--- config.mk ---
export PLATFORM = sky130hd
export DESIGN_NAME = eef_top
export DESIGN_NICKNAME = d
export VERILOG_FILES = /design/src/hw/eef_top.v /design/src/hw/eef_fall_flag.v
export VERILOG_INCLUDE_DIRS = /design/src /design/src/hw
export SDC_FILE = /design/constraint.sdc
export NUM_CORES = 1
export LEC_CHECK = 0
export BUFFER_PORTS_ARGS = -buffer_cell sky130_fd_sc_hd__buf_4
export CAP_MARGIN = 10
export CORE_AREA = 2 2 177 179
export DETAILED_ROUTE_END_ITERATION = 6
export DIE_AREA = 0 0 179 181
export SETUP_SLACK_MARGIN = 0.1
export SYNTH_ARGS = -nofsm -noshare
export SYNTH_HDL_FRONTEND = slang
export SYNTH_HIERARCHICAL = 1
export SYNTH_SLANG_ARGS = --single-unit
export TNS_END_PERCENT = 50
--- constraint.sdc ---
create_clock -name clk -period 2.6 [get_ports clk]
set_input_delay 0.52 -clock clk [delete_from_list [all_inputs] [get_ports clk]]
set_output_delay 0.52 -clock clk [all_outputs]
set_load 0.05 [all_outputs]
--- src/hw/eef_defines.vh ---
`ifndef EEF_DEFINES_VH
`define EEF_DEFINES_VH

// ****************************************************************
// Widths
// ****************************************************************
`define EEF_DW            8
`define EEF_AW            13
`define EEF_HI_W          5
`define EEF_SV_BYTES      3'h7
`define EEF_SV_W          56
`define EEF_SV_CNT_W      3
`define EEF_PKT_MAX       8'hFF

// ****************************************************************
// Register offsets
// ****************************************************************
`define EEF_REG_CTRL      8'h00
`define EEF_REG_FLAGS     8'h01
`define EEF_REG_ENABLE    8'h02
`define EEF_REG_STATUS    8'h03
`define EEF_REG_PHY_IE    8'h04
`define EEF_REG_PHY_IR    8'h05
`define EEF_REG_PKT_CNT   8'h06
`define EEF_REG_PKT_DEC   8'h07
`define EEF_REG_RXST_L    8'h08
`define EEF_REG_RXST_H    8'h09
`define EEF_REG_RXND_L    8'h0A
`define EEF_REG_RXND_H    8'h0B
`define EEF_REG_RXWP_L    8'h0C
`define EEF_REG_RXWP_H    8'h0D
`define EEF_REG_RXRP_L    8'h0E
`define EEF_REG_RXRP_H    8'h0F
`define EEF_REG_TXND_L    8'h10
`define EEF_REG_TXND_H    8'h11

// ****************************************************************
// Field positions
// ****************************************************************
`define EEF_CTRL_TX_REQ   0
`define EEF_CTRL_COPY_GO  1
`define EEF_FLG_TXERR     1
`define EEF_FLG_TXDONE    3
`define EEF_FLG_LINK      4
`define EEF_FLG_COPY      5
`define EEF_FLG_PKT       6
`define EEF_EN_TXERR      1
`define EEF_EN_TXDONE     3
`define EEF_EN_LINK       4
`define EEF_EN_COPY       5
`define EEF_EN_PKT        6
`define EEF_EN_ETH        7
`define EEF_ST_ABORT      1
`define EEF_ST_LINK       2
`define EEF_ST_SV_HIT     3
`define EEF_PHY_GLOBAL    1
`define EEF_PHY_FLAG_G    2
`define EEF_PHY_LINK      4

// ****************************************************************
// Reset values
// ****************************************************************
`define EEF_RST_BYTE      8'h00
`define EEF_RST_PTR       13'h0000
`define EEF_RST_SV        56'h00000000000000
`define EEF_RST_CNT       3'h0

`endif

--- src/hw/eef_top.v ---
// Behaviour
// - Transmit-done flag sets when transmit request falls, for any cause.
// - Success is done flag set, request not cancelled, abort status clear.
// - Transmit-done flag stays set until firmware clears it or reset.
// - Transmit-done raises interrupt only with its enable and ethernet enable.
// - Link-change flag cannot set until both PHY enables are set.
// - Link-change flag mirrors PHY global flag while both PHY enables are set; global always equals link flag.
// - Link interrupt needs link enable, both PHY enables and ethernet enable.
// - Link flag read-only; reading PHY request register clears all three flags.
// - Copy-done flag sets when copy start bit falls on completion.
// - Copy-done flag also sets when firmware cancels by clearing start bit.
// - Copy-done clears only by firmware or reset; enabled it interrupts.
// - Packet-pending flag is high whenever packet count is non-zero.
// - With packet and global enables, interrupt on each stored packet.
// - Packet-pending not writable; clears when count decremented to zero.
// - Memory from ring start through ring end belongs to receive hardware.
// - Writing ring start or end reloads write pointer with ring start.
// - Receive data is stored at the write pointer address.
// - Memory outside the ring is transmit buffer space.
// - After each packet a seven-byte status vector follows its last byte.
// - Transmit error flag setting also sets transmit-done in same cycle.
// - Abort clears transmit request, sets abort status, no retry.
`timescale 1ns/1ps
`include "eef_defines.vh"

module eef_top (
    // Clock and reset
    input  wire                    clk,
    input  wire                    arst_n,
    // Register port
    input  wire [7:0]              bus_addr,
    input  wire [`EEF_DW-1:0]      bus_wdata,
    input  wire                    bus_we,
    input  wire                    bus_re,
    output reg  [`EEF_DW-1:0]      bus_rdata,
    // Transmit engine
    input  wire                    tx_complete,
    input  wire                    tx_abort,
    input  wire [`EEF_SV_W-1:0]    tx_status_vec,
    output wire                    transmit_request,
    // Copy engine
    input  wire                    copy_finish,
    output wire                    copy_engine_start,
    // Receive path
    input  wire                    rx_byte_valid,
    input  wire [`EEF_DW-1:0]      rx_byte,
    input  wire                    rx_packet_done,
    output wire [`EEF_AW-1:0]      rx_read_pointer,
    // Link pin from the PHY, asynchronous
    input  wire                    link_pin,
    // Buffer memory write ports
    output reg                     rx_mem_we,
    output reg  [`EEF_AW-1:0]      rx_mem_addr,
    output reg  [`EEF_DW-1:0]      rx_mem_wdata,
    output reg                     sv_mem_we,
    output reg  [`EEF_AW-1:0]      sv_mem_addr,
    output reg  [`EEF_DW-1:0]      sv_mem_wdata,
    // Interrupt
    output reg                     eth_irq
);

    // ****************************************************************
    // Helpers
    // ****************************************************************
    function [`EEF_AW-1:0] ring_next;
        input [`EEF_AW-1:0] p;
        input [`EEF_AW-1:0] s;
        input [`EEF_AW-1:0] e;
        begin
            if (p == e) begin
                ring_next = s;
            end else begin
                ring_next = p + {{(`EEF_AW-1){1'b0}}, 1'b1};
            end
        end
    endfunction

    function in_ring;
        input [`EEF_AW-1:0] a;
        input [`EEF_AW-1:0] s;
        input [`EEF_AW-1:0] e;
        begin
            in_ring = (a >= s) && (a <= e);
        end
    endfunction

    function wr_at;
        input [7:0] off;
        begin
            wr_at = bus_we && (bus_addr == off);
        end
    endfunction

    // ****************************************************************
    // State
    // ****************************************************************
    reg                  tx_req_q;
    reg                  copy_go_q;
    reg                  tx_err_q;
    reg                  tx_abort_st_q;
    reg                  sv_hit_q;
    reg  [`EEF_DW-1:0]   enable_q;
    reg                  phy_link_ie_q;
    reg                  phy_global_ie_q;
    reg                  phy_link_flag_q;
    reg  [`EEF_DW-1:0]   pkt_cnt_q;
    reg  [`EEF_AW-1:0]   rx_start_q;
    reg  [`EEF_AW-1:0]   rx_end_q;
    reg  [`EEF_AW-1:0]   rx_wp_q;
    reg  [`EEF_AW-1:0]   rx_rp_q;
    reg  [`EEF_DW-1:0]   rx_rp_low_hold_q;
    reg  [`EEF_AW-1:0]   tx_end_q;
    reg                  link_s1_q;
    reg                  link_s2_q;
    reg                  link_s3_q;
    reg                  sv_busy_q;
    reg  [`EEF_SV_CNT_W-1:0] sv_cnt_q;
    reg  [`EEF_SV_W-1:0] sv_shift_q;
    reg  [`EEF_AW-1:0]   sv_addr_q;

    wire                 tx_done_flag;
    wire                 copy_done_flag;
    wire                 phy_both_en;
    wire                 phy_global_flag;
    wire                 link_change_flag;
    wire                 packet_pending_flag;
    wire                 tx_end_evt;
    wire                 phy_ir_read;
    wire                 link_change_evt;
    wire [`EEF_DW-1:0]   flags_rd;
    wire [`EEF_AW-1:0]   rx_start_d;
    wire [`EEF_AW-1:0]   rx_end_d;
    wire                 ring_write;
    wire                 pkt_dec;

    assign transmit_request  = tx_req_q;
    assign copy_engine_start = copy_go_q;
    assign rx_read_pointer   = rx_rp_q;

    // ****************************************************************
    // Transmit request, abort and error
    // ****************************************************************
    assign tx_end_evt = tx_req_q & (tx_complete | tx_abort);

    always @(posedge clk or negedge arst_n) begin
        if (!arst_n) begin
            tx_req_q      <= 1'b0;
            tx_err_q      <= 1'b0;
            tx_abort_st_q <= 1'b0;
        end else begin
            if (tx_end_evt) begin
                tx_req_q <= 1'b0;
            end else if (wr_at(`EEF_REG_CTRL)) begin
                tx_req_q <= bus_wdata[`EEF_CTRL_TX_REQ];
            end
            // Hardware set wins over firmware clear
            if (tx_req_q & tx_abort) begin
                tx_err_q <= 1'b1;
            end else if (wr_at(`EEF_REG_FLAGS) && bus_wdata[`EEF_FLG_TXERR]) begin
                tx_err_q <= 1'b0;
            end
            if (tx_req_q & tx_abort) begin
                tx_abort_st_q <= 1'b1;
            end else if (wr_at(`EEF_REG_STATUS) && bus_wdata[`EEF_ST_ABORT]) begin
                tx_abort_st_q <= 1'b0;
            end
        end
    end

    // Set on any fall of the request; the abort event sets it in the same
    // cycle as the error flag rather than one cycle later.
    eef_fall_flag u_tx_done (
        .clk       (clk),
        .arst_n    (arst_n),
        .level     (tx_req_q),
        .set_extra (tx_req_q & tx_abort),
        .clr       (wr_at(`EEF_REG_FLAGS) && bus_wdata[`EEF_FLG_TXDONE]),
        .flag_q    (tx_done_flag)
    );

    // ****************************************************************
    // Copy engine start and done
    // ****************************************************************
    always @(posedge clk or negedge arst_n) begin
        if (!arst_n) begin
            copy_go_q <= 1'b0;
        end else if (copy_go_q & copy_finish) begin
            copy_go_q <= 1'b0;
        end else if (wr_at(`EEF_REG_CTRL)) begin
            copy_go_q <= bus_wdata[`EEF_CTRL_COPY_GO];
        end
    end

    eef_fall_flag u_copy_done (
        .clk       (clk),
        .arst_n    (arst_n),
        .level     (copy_go_q),
        .set_extra (1'b0),
        .clr       (wr_at(`EEF_REG_FLAGS) && bus_wdata[`EEF_FLG_COPY]),
        .flag_q    (copy_done_flag)
    );

    // ****************************************************************
    // Link change through the PHY flags
    // ****************************************************************
    // Only the second stage and later feed the change detector
    assign link_change_evt = link_s2_q ^ link_s3_q;
    assign phy_both_en     = phy_link_ie_q & phy_global_ie_q;
    assign phy_ir_read     = bus_re && (bus_addr == `EEF_REG_PHY_IR);
    assign phy_global_flag = phy_link_flag_q;
    assign link_change_flag = phy_global_flag & phy_both_en;

    always @(posedge clk or negedge arst_n) begin
        if (!arst_n) begin
            link_s1_q       <= 1'b0;
            link_s2_q       <= 1'b0;
            link_s3_q       <= 1'b0;
            phy_link_ie_q   <= 1'b0;
            phy_global_ie_q <= 1'b0;
            phy_link_flag_q <= 1'b0;
        end else begin
            link_s1_q <= link_pin;
            link_s2_q <= link_s1_q;
            link_s3_q <= link_s2_q;
            if (wr_at(`EEF_REG_PHY_IE)) begin
                phy_link_ie_q   <= bus_wdata[`EEF_PHY_LINK];
                phy_global_ie_q <= bus_wdata[`EEF_PHY_GLOBAL];
            end
            if (link_change_evt & phy_both_en) begin
                phy_link_flag_q <= 1'b1;
            end else if (phy_ir_read) begin
                phy_link_flag_q <= 1'b0;
            end
        end
    end

    // ****************************************************************
    // Packet count and pending flag
    // ****************************************************************
    assign pkt_dec             = wr_at(`EEF_REG_PKT_DEC) && (pkt_cnt_q != `EEF_RST_BYTE);
    assign packet_pending_flag = (pkt_cnt_q != `EEF_RST_BYTE);

    always @(posedge clk or negedge arst_n) begin
        if (!arst_n) begin
            pkt_cnt_q <= `EEF_RST_BYTE;
        end else begin
            // Count saturates; the receive side is expected to drop the packet at the limit
            if (rx_packet_done && !pkt_dec && pkt_cnt_q != `EEF_PKT_MAX) begin
                pkt_cnt_q <= pkt_cnt_q + 8'h01;
            end else if (pkt_dec && !rx_packet_done) begin
                pkt_cnt_q <= pkt_cnt_q - 8'h01;
            end
        end
    end

    // ****************************************************************
    // Receive ring pointers
    // ****************************************************************
    assign rx_start_d = wr_at(`EEF_REG_RXST_L) ? {rx_start_q[`EEF_AW-1:`EEF_DW], bus_wdata} :
                        wr_at(`EEF_REG_RXST_H) ? {bus_wdata[`EEF_HI_W-1:0], rx_start_q[`EEF_DW-1:0]} :
                        rx_start_q;
    assign rx_end_d   = wr_at(`EEF_REG_RXND_L) ? {rx_end_q[`EEF_AW-1:`EEF_DW], bus_wdata} :
                        wr_at(`EEF_REG_RXND_H) ? {bus_wdata[`EEF_HI_W-1:0], rx_end_q[`EEF_DW-1:0]} :
                        rx_end_q;
    assign ring_write = wr_at(`EEF_REG_RXST_L) | wr_at(`EEF_REG_RXST_H) |
                        wr_at(`EEF_REG_RXND_L) | wr_at(`EEF_REG_RXND_H);

    always @(posedge clk or negedge arst_n) begin
        if (!arst_n) begin
            rx_start_q       <= `EEF_RST_PTR;
            rx_end_q         <= `EEF_RST_PTR;
            rx_wp_q          <= `EEF_RST_PTR;
            rx_rp_q          <= `EEF_RST_PTR;
            rx_rp_low_hold_q <= `EEF_RST_BYTE;
            rx_mem_we        <= 1'b0;
            rx_mem_addr      <= `EEF_RST_PTR;
            rx_mem_wdata     <= `EEF_RST_BYTE;
        end else begin
            rx_start_q <= rx_start_d;
            rx_end_q   <= rx_end_d;
            rx_mem_we  <= rx_byte_valid;
            if (rx_byte_valid) begin
                rx_mem_addr  <= rx_wp_q;
                rx_mem_wdata <= rx_byte;
            end
            if (ring_write) begin
                rx_wp_q <= rx_start_d;
            end else if (rx_byte_valid) begin
                rx_wp_q <= ring_next(rx_wp_q, rx_start_q, rx_end_q);
            end
            // Low byte waits until the high byte arrives, so the pointer never tears
            if (wr_at(`EEF_REG_RXRP_L)) begin
                rx_rp_low_hold_q <= bus_wdata;
            end
            if (wr_at(`EEF_REG_RXRP_H)) begin
                rx_rp_q <= {bus_wdata[`EEF_HI_W-1:0], rx_rp_low_hold_q};
            end
        end
    end

    // ****************************************************************
    // Transmit status vector writer
    // ****************************************************************
    always @(posedge clk or negedge arst_n) begin
        if (!arst_n) begin
            tx_end_q     <= `EEF_RST_PTR;
            sv_busy_q    <= 1'b0;
            sv_cnt_q     <= `EEF_RST_CNT;
            sv_shift_q   <= `EEF_RST_SV;
            sv_addr_q    <= `EEF_RST_PTR;
            sv_hit_q     <= 1'b0;
            sv_mem_we    <= 1'b0;
            sv_mem_addr  <= `EEF_RST_PTR;
            sv_mem_wdata <= `EEF_RST_BYTE;
        end else begin
            if (wr_at(`EEF_REG_TXND_L)) begin
                tx_end_q[`EEF_DW-1:0] <= bus_wdata;
            end
            if (wr_at(`EEF_REG_TXND_H)) begin
                tx_end_q[`EEF_AW-1:`EEF_DW] <= bus_wdata[`EEF_HI_W-1:0];
            end
            sv_mem_we <= sv_busy_q;
            if (sv_busy_q) begin
                sv_mem_addr  <= sv_addr_q;
                sv_mem_wdata <= sv_shift_q[`EEF_DW-1:0];
                sv_shift_q   <= sv_shift_q >> `EEF_DW;
                sv_addr_q    <= sv_addr_q + {{(`EEF_AW-1){1'b0}}, 1'b1};
                sv_cnt_q     <= sv_cnt_q - 3'h1;
                if (sv_cnt_q == 3'h1) begin
                    sv_busy_q <= 1'b0;
                end
            end else if (tx_end_evt) begin
                sv_busy_q  <= 1'b1;
                sv_cnt_q   <= `EEF_SV_BYTES;
                sv_shift_q <= tx_status_vec;
                sv_addr_q  <= tx_end_q + {{(`EEF_AW-1){1'b0}}, 1'b1};
            end
            // Flags a vector byte landing inside the ring; it is still written
            if (sv_busy_q && in_ring(sv_addr_q, rx_start_q, rx_end_q)) begin
                sv_hit_q <= 1'b1;
            end else if (wr_at(`EEF_REG_STATUS) && bus_wdata[`EEF_ST_SV_HIT]) begin
                sv_hit_q <= 1'b0;
            end
        end
    end

    // ****************************************************************
    // Interrupt
    // ****************************************************************
    always @(posedge clk or negedge arst_n) begin
        if (!arst_n) begin
            enable_q <= `EEF_RST_BYTE;
            eth_irq  <= 1'b0;
        end else begin
            if (wr_at(`EEF_REG_ENABLE)) begin
                enable_q <= bus_wdata;
            end
            eth_irq <= enable_q[`EEF_EN_ETH] & (
                       (tx_done_flag        & enable_q[`EEF_EN_TXDONE]) |
                       (tx_err_q            & enable_q[`EEF_EN_TXERR])  |
                       (link_change_flag    & enable_q[`EEF_EN_LINK])   |
                       (copy_done_flag      & enable_q[`EEF_EN_COPY])   |
                       (packet_pending_flag & enable_q[`EEF_EN_PKT]));
        end
    end

    // ****************************************************************
    // Register read
    // ****************************************************************
    assign flags_rd = {1'b0, packet_pending_flag, copy_done_flag, link_change_flag,
                       tx_done_flag, 1'b0, tx_err_q, 1'b0};

    always @(posedge clk or negedge arst_n) begin
        if (!arst_n) begin
            bus_rdata <= `EEF_RST_BYTE;
        end else if (bus_re) begin
            case (bus_addr)
                `EEF_REG_CTRL:    bus_rdata <= {6'h00, copy_go_q, tx_req_q};
                `EEF_REG_FLAGS:   bus_rdata <= flags_rd;
                `EEF_REG_ENABLE:  bus_rdata <= enable_q;
                `EEF_REG_STATUS:  bus_rdata <= {4'h0, sv_hit_q, link_s2_q, tx_abort_st_q, 1'b0};
                `EEF_REG_PHY_IE:  bus_rdata <= {3'h0, phy_link_ie_q, 2'h0, phy_global_ie_q, 1'b0};
                `EEF_REG_PHY_IR:  bus_rdata <= {3'h0, phy_link_flag_q, 1'b0, phy_global_flag, 2'h0};
                `EEF_REG_PKT_CNT: bus_rdata <= pkt_cnt_q;
                `EEF_REG_RXST_L:  bus_rdata <= rx_start_q[`EEF_DW-1:0];
                `EEF_REG_RXST_H:  bus_rdata <= {3'h0, rx_start_q[`EEF_AW-1:`EEF_DW]};
                `EEF_REG_RXND_L:  bus_rdata <= rx_end_q[`EEF_DW-1:0];
                `EEF_REG_RXND_H:  bus_rdata <= {3'h0, rx_end_q[`EEF_AW-1:`EEF_DW]};
                `EEF_REG_RXWP_L:  bus_rdata <= rx_wp_q[`EEF_DW-1:0];
                `EEF_REG_RXWP_H:  bus_rdata <= {3'h0, rx_wp_q[`EEF_AW-1:`EEF_DW]};
                `EEF_REG_RXRP_L:  bus_rdata <= rx_rp_q[`EEF_DW-1:0];
                `EEF_REG_RXRP_H:  bus_rdata <= {3'h0, rx_rp_q[`EEF_AW-1:`EEF_DW]};
                `EEF_REG_TXND_L:  bus_rdata <= tx_end_q[`EEF_DW-1:0];
                `EEF_REG_TXND_H:  bus_rdata <= {3'h0, tx_end_q[`EEF_AW-1:`EEF_DW]};
                default:          bus_rdata <= `EEF_RST_BYTE;
            endcase
        end
    end

endmodule // eef_top

--- src/hw/eef_fall_flag.v ---
`timescale 1ns/1ps

// Sticky flag set by the falling edge of a control bit or by an extra event.
// A set arriving with the clear wins, so no event is lost.
module eef_fall_flag (
    // Clock and reset
    input  wire clk,
    input  wire arst_n,
    // Watched bit and events
    input  wire level,
    input  wire set_extra,
    input  wire clr,
    // Flag
    output reg  flag_q
);

    reg  level_q;
    wire fell;

    assign fell = level_q & ~level;

    always @(posedge clk or negedge arst_n) begin
        if (!arst_n) begin
            level_q <= 1'b0;
            flag_q  <= 1'b0;
        end else begin
            level_q <= level;
            if (fell | set_extra) begin
                flag_q <= 1'b1;
            end else if (clr) begin
                flag_q <= 1'b0;
            end
        end
    end

endmodule // eef_fall_flag

==> metrics.txt, run 1 <==
status=finished with violations; failing checks=setup timing; CP peak stage delay=0.38 ns; Synthesis Warnings=6; CTS Root Cell=clkbuf_16; antenna cells=0; HPWL after detailed placement=25.2 mm; worst setup margin=-0.0637 ns; syn nets=1314; Top FF cell, synth=dfrtp_1; Total Die Area=0.0324 mm²; antenna violations before repair=0; GP Congestion=0.942; fin. max-slew vios=0; PD cells=873 mW/mm²; Leak=7.30 nW; flops & latches, synth=230; number of enable flip-flop cells after synthesis=0; floorplan core area=0.0303 mm²; critical path arrival=3.12 ns; sequential fraction of the synthesis area=47.7%; CTS H-tree lvls=1; HP Class=input port to flip-flop; Iter 0 DRT Violations=808; RR Startpoint=pkt_cnt_q[0]; area share of the largest cell type after synthesis=47.7%; Syn-to-layout area delta=26.2%; I/O pin count=158; worst endpoint required time=3.05 ns; Worst setup SP type=flip-flop; post-synthesis cell type count=68; Worst path slowest cell=dfrtp_1; cell family with most CP delay=simple AND/OR/NAND/NOR gates; mapped cell area=0.0121 mm²; Least-Margin Pin Slew=0.965 ns; Clock Latency Late Sink=0.53 ns; final net count=1518; IO Port Bufs=157; Area contributors post-synth=dfrtp_1, mux2_2, mux2i_1; Synth area leader=dfrtp_1; Cells after Synth=1187; syn avg cell area=10.2 µm²; CTS tree=yes; final clock skew=0.0133 ns; drt total wl=35.1 mm; Async SR Flop Fraction=100%; max_cap viols=0; RSZ-0062 raised after global routing=yes; Num CTS Buffers=27; largest net degree at the start of global routing=114; vias per inst=5.41; clk buf depth=3; Period minus WS final=2.66 ns; clock-pin slew on the worst setup and hold paths=0.06 ns; Std-Cell Rows=64; R2R Setup Slk=-0.06 ns; hold path start=link_pin; Cell Chain, Critical Path=nor4_2, nand2_1, nand4_1, nor2b_4, inv_4, buf_4, ha_4, and3_4, a21oi_2, buf_4, a31oi_4, mux2i_1, xnor2_1; aggregate global-route resource usage=21.7%; Critical Path Fanout Max=6; CP Class=flip-flop to flip-flop; drt first pass iters=5; most used cell along the critical path=buf_4; Buf+Inv Stages, Crit Path=3; Worst Hold Path EP=link_s1_q; Final setup viols=3; grt ovf=0; via count=9754; final antenna-violating net count=0; R2R cell count=13; Slew headroom=35.7%; final clock period utilization by the worst path=102%; Fmax achieved=375 MHz; final hold viol count=0; height of the die=181 µm; setup TNS=-0.111 ns; first-pass GRT wire length=54.7 mm; Hold Path Stages=1; wire per inst=19.4 µm; DRC=0; endpoint class of the critical path=flip-flop; die width=179 µm; CP Depth=13; Num Clock Sinks=230; VDD IR max=0.483 mV; fraction of final layout cells with drive strength greater than 1=29.5%; reg2reg end=pkt_cnt_q[7]; Initial Utilization=39.8%; post-layout util=50.2%; vias in the first global route=9548
-- synth_stat cells, drive strengths merged (15+ instances only) --
master  instances
nand3          37
xor2           23
clkbuf         59
nor3           15
buf            16
nor2           40
ha             36
xnor2          22
nand2         151
and3           17
a21oi          54
o21ai         112
dfrtp         230
inv            54
mux2i          84
mux2          103
nand4          15
-- cells by family (layout without fill, tap and decap cells) --
kind of cell	Yosys count	in the layout	share of synthesized area [%]
adder cells (fa/ha/maj)	37	37	3.90
multiplexers	188	188	16.8
XOR/XNOR	45	45	3.27
AND/OR/NAND/NOR	313	313	12.2
flip-flops	230	230	47.7
other	1	1	0.0311
buffers and inverters	130	351	4.14
AO/OA/AOI/OAI	243	243	12.0
-- area by class of cell --
type / instances / area, µm²
fill: 2791 / 15100
multi-input combinational: 827 / 5940
clock inverter: 4 / 95.1
timing repair buffer: 250 / 1950
tap: 396 / 495
sequential: 230 / 5760
clock buffer: 42 / 782
inverter: 55 / 209
-- sequential cells by signal (all words and copies together), names as in the netlist, 3 cells and up --
signal            count
sv_shift_q           56
rx_end_q             13
rx_mem_addr          13
rx_read_pointer      13
rx_start_q           13
rx_wp_q              13
sv_addr_q            13
sv_mem_addr          13
tx_end_q             13
bus_rdata             8
enable_q              8
pkt_cnt_q             8
rx_mem_wdata          8
rx_rp_low_hold_q      8
sv_mem_wdata          8
sv_cnt_q              3
-- metal layers --
layer / routed length (µm) / up-vias / GRT usage (%)
li1: - / 4614 / -
met1: 16000 / 4754 / 32.3
met2: 15900 / 337 / 33.0
met3: 2450 / 49 / 3.47
met4: 684 / 0 / 5.20
met5: 0 / - / 0
-- cell usage in the layout, fill, tap and decap left out, drive strengths merged, types with 3 or more instances in the layout --
| master | netlist | final |
|---|---|---|
| and3 | 17 | 17 |
| a22o | 4 | 4 |
| mux2 | 103 | 103 |
| a21o | 5 | 5 |
| a22oi | 6 | 6 |
| dfrtp | 230 | 230 |
| a221o | 3 | 3 |
| bufinv | 0 | 3 |
| or2 | 4 | 4 |
| o31ai | 5 | 5 |
| buf | 16 | 249 |
| nor3 | 15 | 15 |
| xor2 | 23 | 23 |
| nor4 | 9 | 9 |
| a32oi | 8 | 8 |
| nand4 | 15 | 15 |
| and2 | 4 | 4 |
| clkbuf | 59 | 42 |
| a211oi | 7 | 7 |
| o21ai | 112 | 112 |
| o211ai | 5 | 5 |
| inv | 54 | 54 |
| a31oi | 7 | 7 |
| xnor2 | 22 | 22 |
| mux2i | 84 | 84 |
| a21oi | 54 | 54 |
| ha | 36 | 36 |
| nand3b | 4 | 4 |
| nor2 | 40 | 40 |
| nand2b | 6 | 6 |
| nor2b | 3 | 3 |
| nand3 | 37 | 37 |
| nand2 | 151 | 151 |
| o22ai | 8 | 8 |
-- report_power, final --
group	switching, mW	leakage (nW)	internal [mW]
Sequential	0.718	2.95	4.36
Clock	1.43	0.427	2.34
Combinational	2.57	3.92	1.89
Total	4.72	7.30	8.58
-- worst reg2reg max path, stage by stage, from the launching register on --
cell and delay, ns:
dfrtp_1 0.38, nor4_2 0.31, nand2_1 0.18, nand4_1 0.15, nor2b_4 0.19, inv_4 0.07, buf_4 0.14, ha_4 0.28
and3_4 0.18, a21oi_2 0.04, buf_4 0.14, a31oi_4 0.16, mux2i_1 0.25, xnor2_1 0.14
-- metrics by stage --
step	std cells	setup slack, ns	total power [mW]	hold slack, ns	instance area (µm²)
floorplan	1187	-0.169	7.83	0.224	12100
global placement	1747	-0.180	9.37	0.336	14200
detailed placement	1747	-0.227	9.48	0.343	14200
CTS	1803	-0.0930	13.4	0.0769	15200
global route	1804	-0.205	14.1	0.0752	15200
finish	1804	-0.0637	13.3	0.0951	15200
-- worst max path at each step --
stage / start / end / slack [ns]
2_1_floorplan: bus_addr[6] / pkt_cnt_q[6] / -0.17
3_3_place_gp: bus_addr[6] / pkt_cnt_q[6] / -0.18
3_5_place_dp: bus_addr[6] / pkt_cnt_q[6] / -0.23
4_1_cts: pkt_cnt_q[3] / pkt_cnt_q[6] / -0.09
5_1_grt: pkt_cnt_q[0] / pkt_cnt_q[6] / -0.20
6_report: pkt_cnt_q[0] / pkt_cnt_q[7] / -0.06
-- repair_timing --
action | in CTS | in global routing
buffers inserted | 9 | 1
endpoints found under the setup margin | 4 | 7
gates resized for setup | 7 | 6
pin swaps | 13 | 12
hold endpoints to repair | 60 | 0
hold buffers | 1 | 0
Note: power is estimated with default switching activity, not from simulation.
==> inputs of run 2 (changes only) <==
- ABC_CLOCK_PERIOD_IN_PS: default -> 2600
- BUFFER_PORTS_ARGS: -buffer_cell sky130_fd_sc_hd__buf_4 -> default
- DONT_BUFFER_PORTS: default -> 1
==> run 2 against run 1 <==
Net effect: the flow finishes with violations (hold timing); non-clock buffer count decreased by 176; sequential power up 15%; cell area fell by 9.4%; critical endpoint is now bus_rdata[6]; clock skew decreased by 0.0024 ns; global-route usage down 0.71 points; largest cell class unchanged; register-to-register slack improved by 0.10 ns; highest routed layer unchanged; combinational power down 31%; power fell by 6.5%.
==> metrics.txt, run 2 (synthesis results as in run 1) <==
Critical Path Fanout Max=2; endpoint class of the critical path=flip-flop; height of the die=181 µm; final clock skew=0.0109 ns; share of total power in combinational logic=24.7%; drt first pass iters=5; first-pass GRT wire length=52.9 mm; worst hold margin=-0.305 ns; Switch Pwr=4.50 mW; final hold viol count=230; post-cts hold buffer count=2; commonest non-fill, non-tap cell in the layout=dfrtp_1; fraction of final layout cells with drive strength greater than 1=19.5%; largest net degree at the start of global routing=231; switching share of power=36.2%; Seq pwr share=46.8%; drt total wl=33.8 mm; Reg with most FFs=sv_shift_q; clock power share=28.5%; critical path arrival=2.97 ns; Total Die Area=0.0324 mm²; Least-Margin Pin Slew=0.878 ns; final antenna-violating net count=0; Initial Utilization=39.8%; Std-Cell Rows=64; final clock period utilization by the worst path=98.4%; Num Clock Sinks=230; VDD IR max=0.498 mV; status=finished with violations; aggregate global-route resource usage=21.0%; antenna violations before repair=0; Worst setup SP type=flip-flop; Final setup viols=0; max_cap viols=0; Cell Int Power=7.93 mW; floorplan core area=0.0303 mm²; Syn-to-layout area delta=14.4%; Clock Latency Late Sink=0.53 ns; via count=9085; post-layout util=45.5%; failing checks=hold timing; I/O pin count=158; fin. max-slew vios=0; vias in the first global route=9049; Period minus WS final=2.56 ns; Slew headroom=41.4%; vias per inst=5.58; # fillers=2853; DRC=0; IO Port Bufs=0; worst endpoint required time=3.01 ns; GP Congestion=0.927; grt ovf=0; Num CTS Buffers=27; max FFs per register=56; PD cells=901 mW/mm²; CP Class=flip-flop to flip-flop; clock-pin slew on the worst setup and hold paths=0.06 ns; RSZ-0062 raised after global routing=yes; most frequent cells in the layout=dfrtp_1, nand2_1, o21ai_0, mux2_2, mux2i_1; Iter 0 DRT Violations=697; die width=179 µm; HPWL after detailed placement=23.5 mm; clk buf depth=3; CTS H-tree lvls=1; CTS tree=yes; Leak=6.38 nW; Fmax achieved=391 MHz; final net count=1342; wire per inst=20.8 µm; antenna cells=0; HP Class=input port to asynchronous set/reset pin; CTS Root Cell=clkbuf_16
run 2: changes by cell type in the layout (fill, tap and decap cells not counted), sizes merged:
| cell | before | now |
|---|---|---|
| clkinv | 2 | 5 |
| dlygate4sd3 | 1 | 2 |
| clkbuf | 42 | 43 |
| buf | 249 | 72 |
| bufinv | 3 | 0 |
run 2: repair_timing:
item / 4_1_cts / 5_1_grt
setup endpoints to repair: 4 / 7
endpoints found under the hold margin: 232 / 230
resized for setup: 3 / 10
pin swaps: 5 / 10
setup buffers: 13 / 1
run 2: path summary, 6_finish.rpt:
kind	end	cells past startpoint	from	slack (ns)
worst max-delay path	bus_rdata[6]	14	pkt_cnt_q[2]	0.04
worst min-delay path	rx_mem_addr[6]	0	arst_n	-0.30
worst max register to register	bus_rdata[6]	14	pkt_cnt_q[2]	0.04
worst min register to register	link_s2_q	0	link_s1_q	0.35
max in group asynchronous	sv_busy_q	0	arst_n	2.29
min in group clk	copy_engine_start	1	copy_finish	0.07
run 2: critical path: stages (launching register included):
cell     delay [ns]
dfrtp_1        0.42
nor4_4         0.32
nand2_1        0.11
buf_4          0.14
buf_4          0.12
buf_4          0.12
buf_4          0.12
buf_4          0.12
buf_4          0.12
buf_4          0.12
buf_4          0.12
buf_4          0.15
a32oi_1        0.17
and3_4         0.23
o22ai_1        0.07
run 2: area by class of cell:
class | count | area (µm²) | area share [%]
clock inverters | 4 | 20.0 | 0.145
well taps | 396 | 495 | 3.59
clock buffers | 43 | 796 | 5.77
repair buffers | 74 | 581 | 4.21
multi-input cells | 827 | 5940 | 43.1
inverters | 55 | 209 | 1.51
flip-flops and latches | 230 | 5760 | 41.7
run 2: power by group through the flow:
stage	sequential (mW)	combinational, mW	clock [mW]
floorplan	5.55	2.28	0
global placement	5.85	2.88	0
detailed placement	5.88	2.95	0
CTS	5.83	3.02	3.63
global route	5.95	3.46	3.78
finish	5.82	3.07	3.54
run 2: layer usage:
metal	vias up	GRT usage [%]	share of wire, %
li1	4265	-	-
met1	4442	29.6	45
met2	316	32.2	45
met3	62	4.59	7.6
met4	0	6.41	3.1
met5	-	0	0
run 2: through the flow:
step           instance area, µm²  total power, mW  TNS [ns]  setup slack (ns)  std cells
2_1_floorplan               12100             7.83    -0.378            -0.169       1187
3_3_place_gp                12800             8.72   -0.0549           -0.0549       1566
3_5_place_dp                12800             8.83    -0.173            -0.157       1566
4_1_cts                     13800             12.5         0            0.0318       1628
5_1_grt                     13800             13.2    -0.394            -0.110       1629
6_report                    13800             12.4         0            0.0408       1629
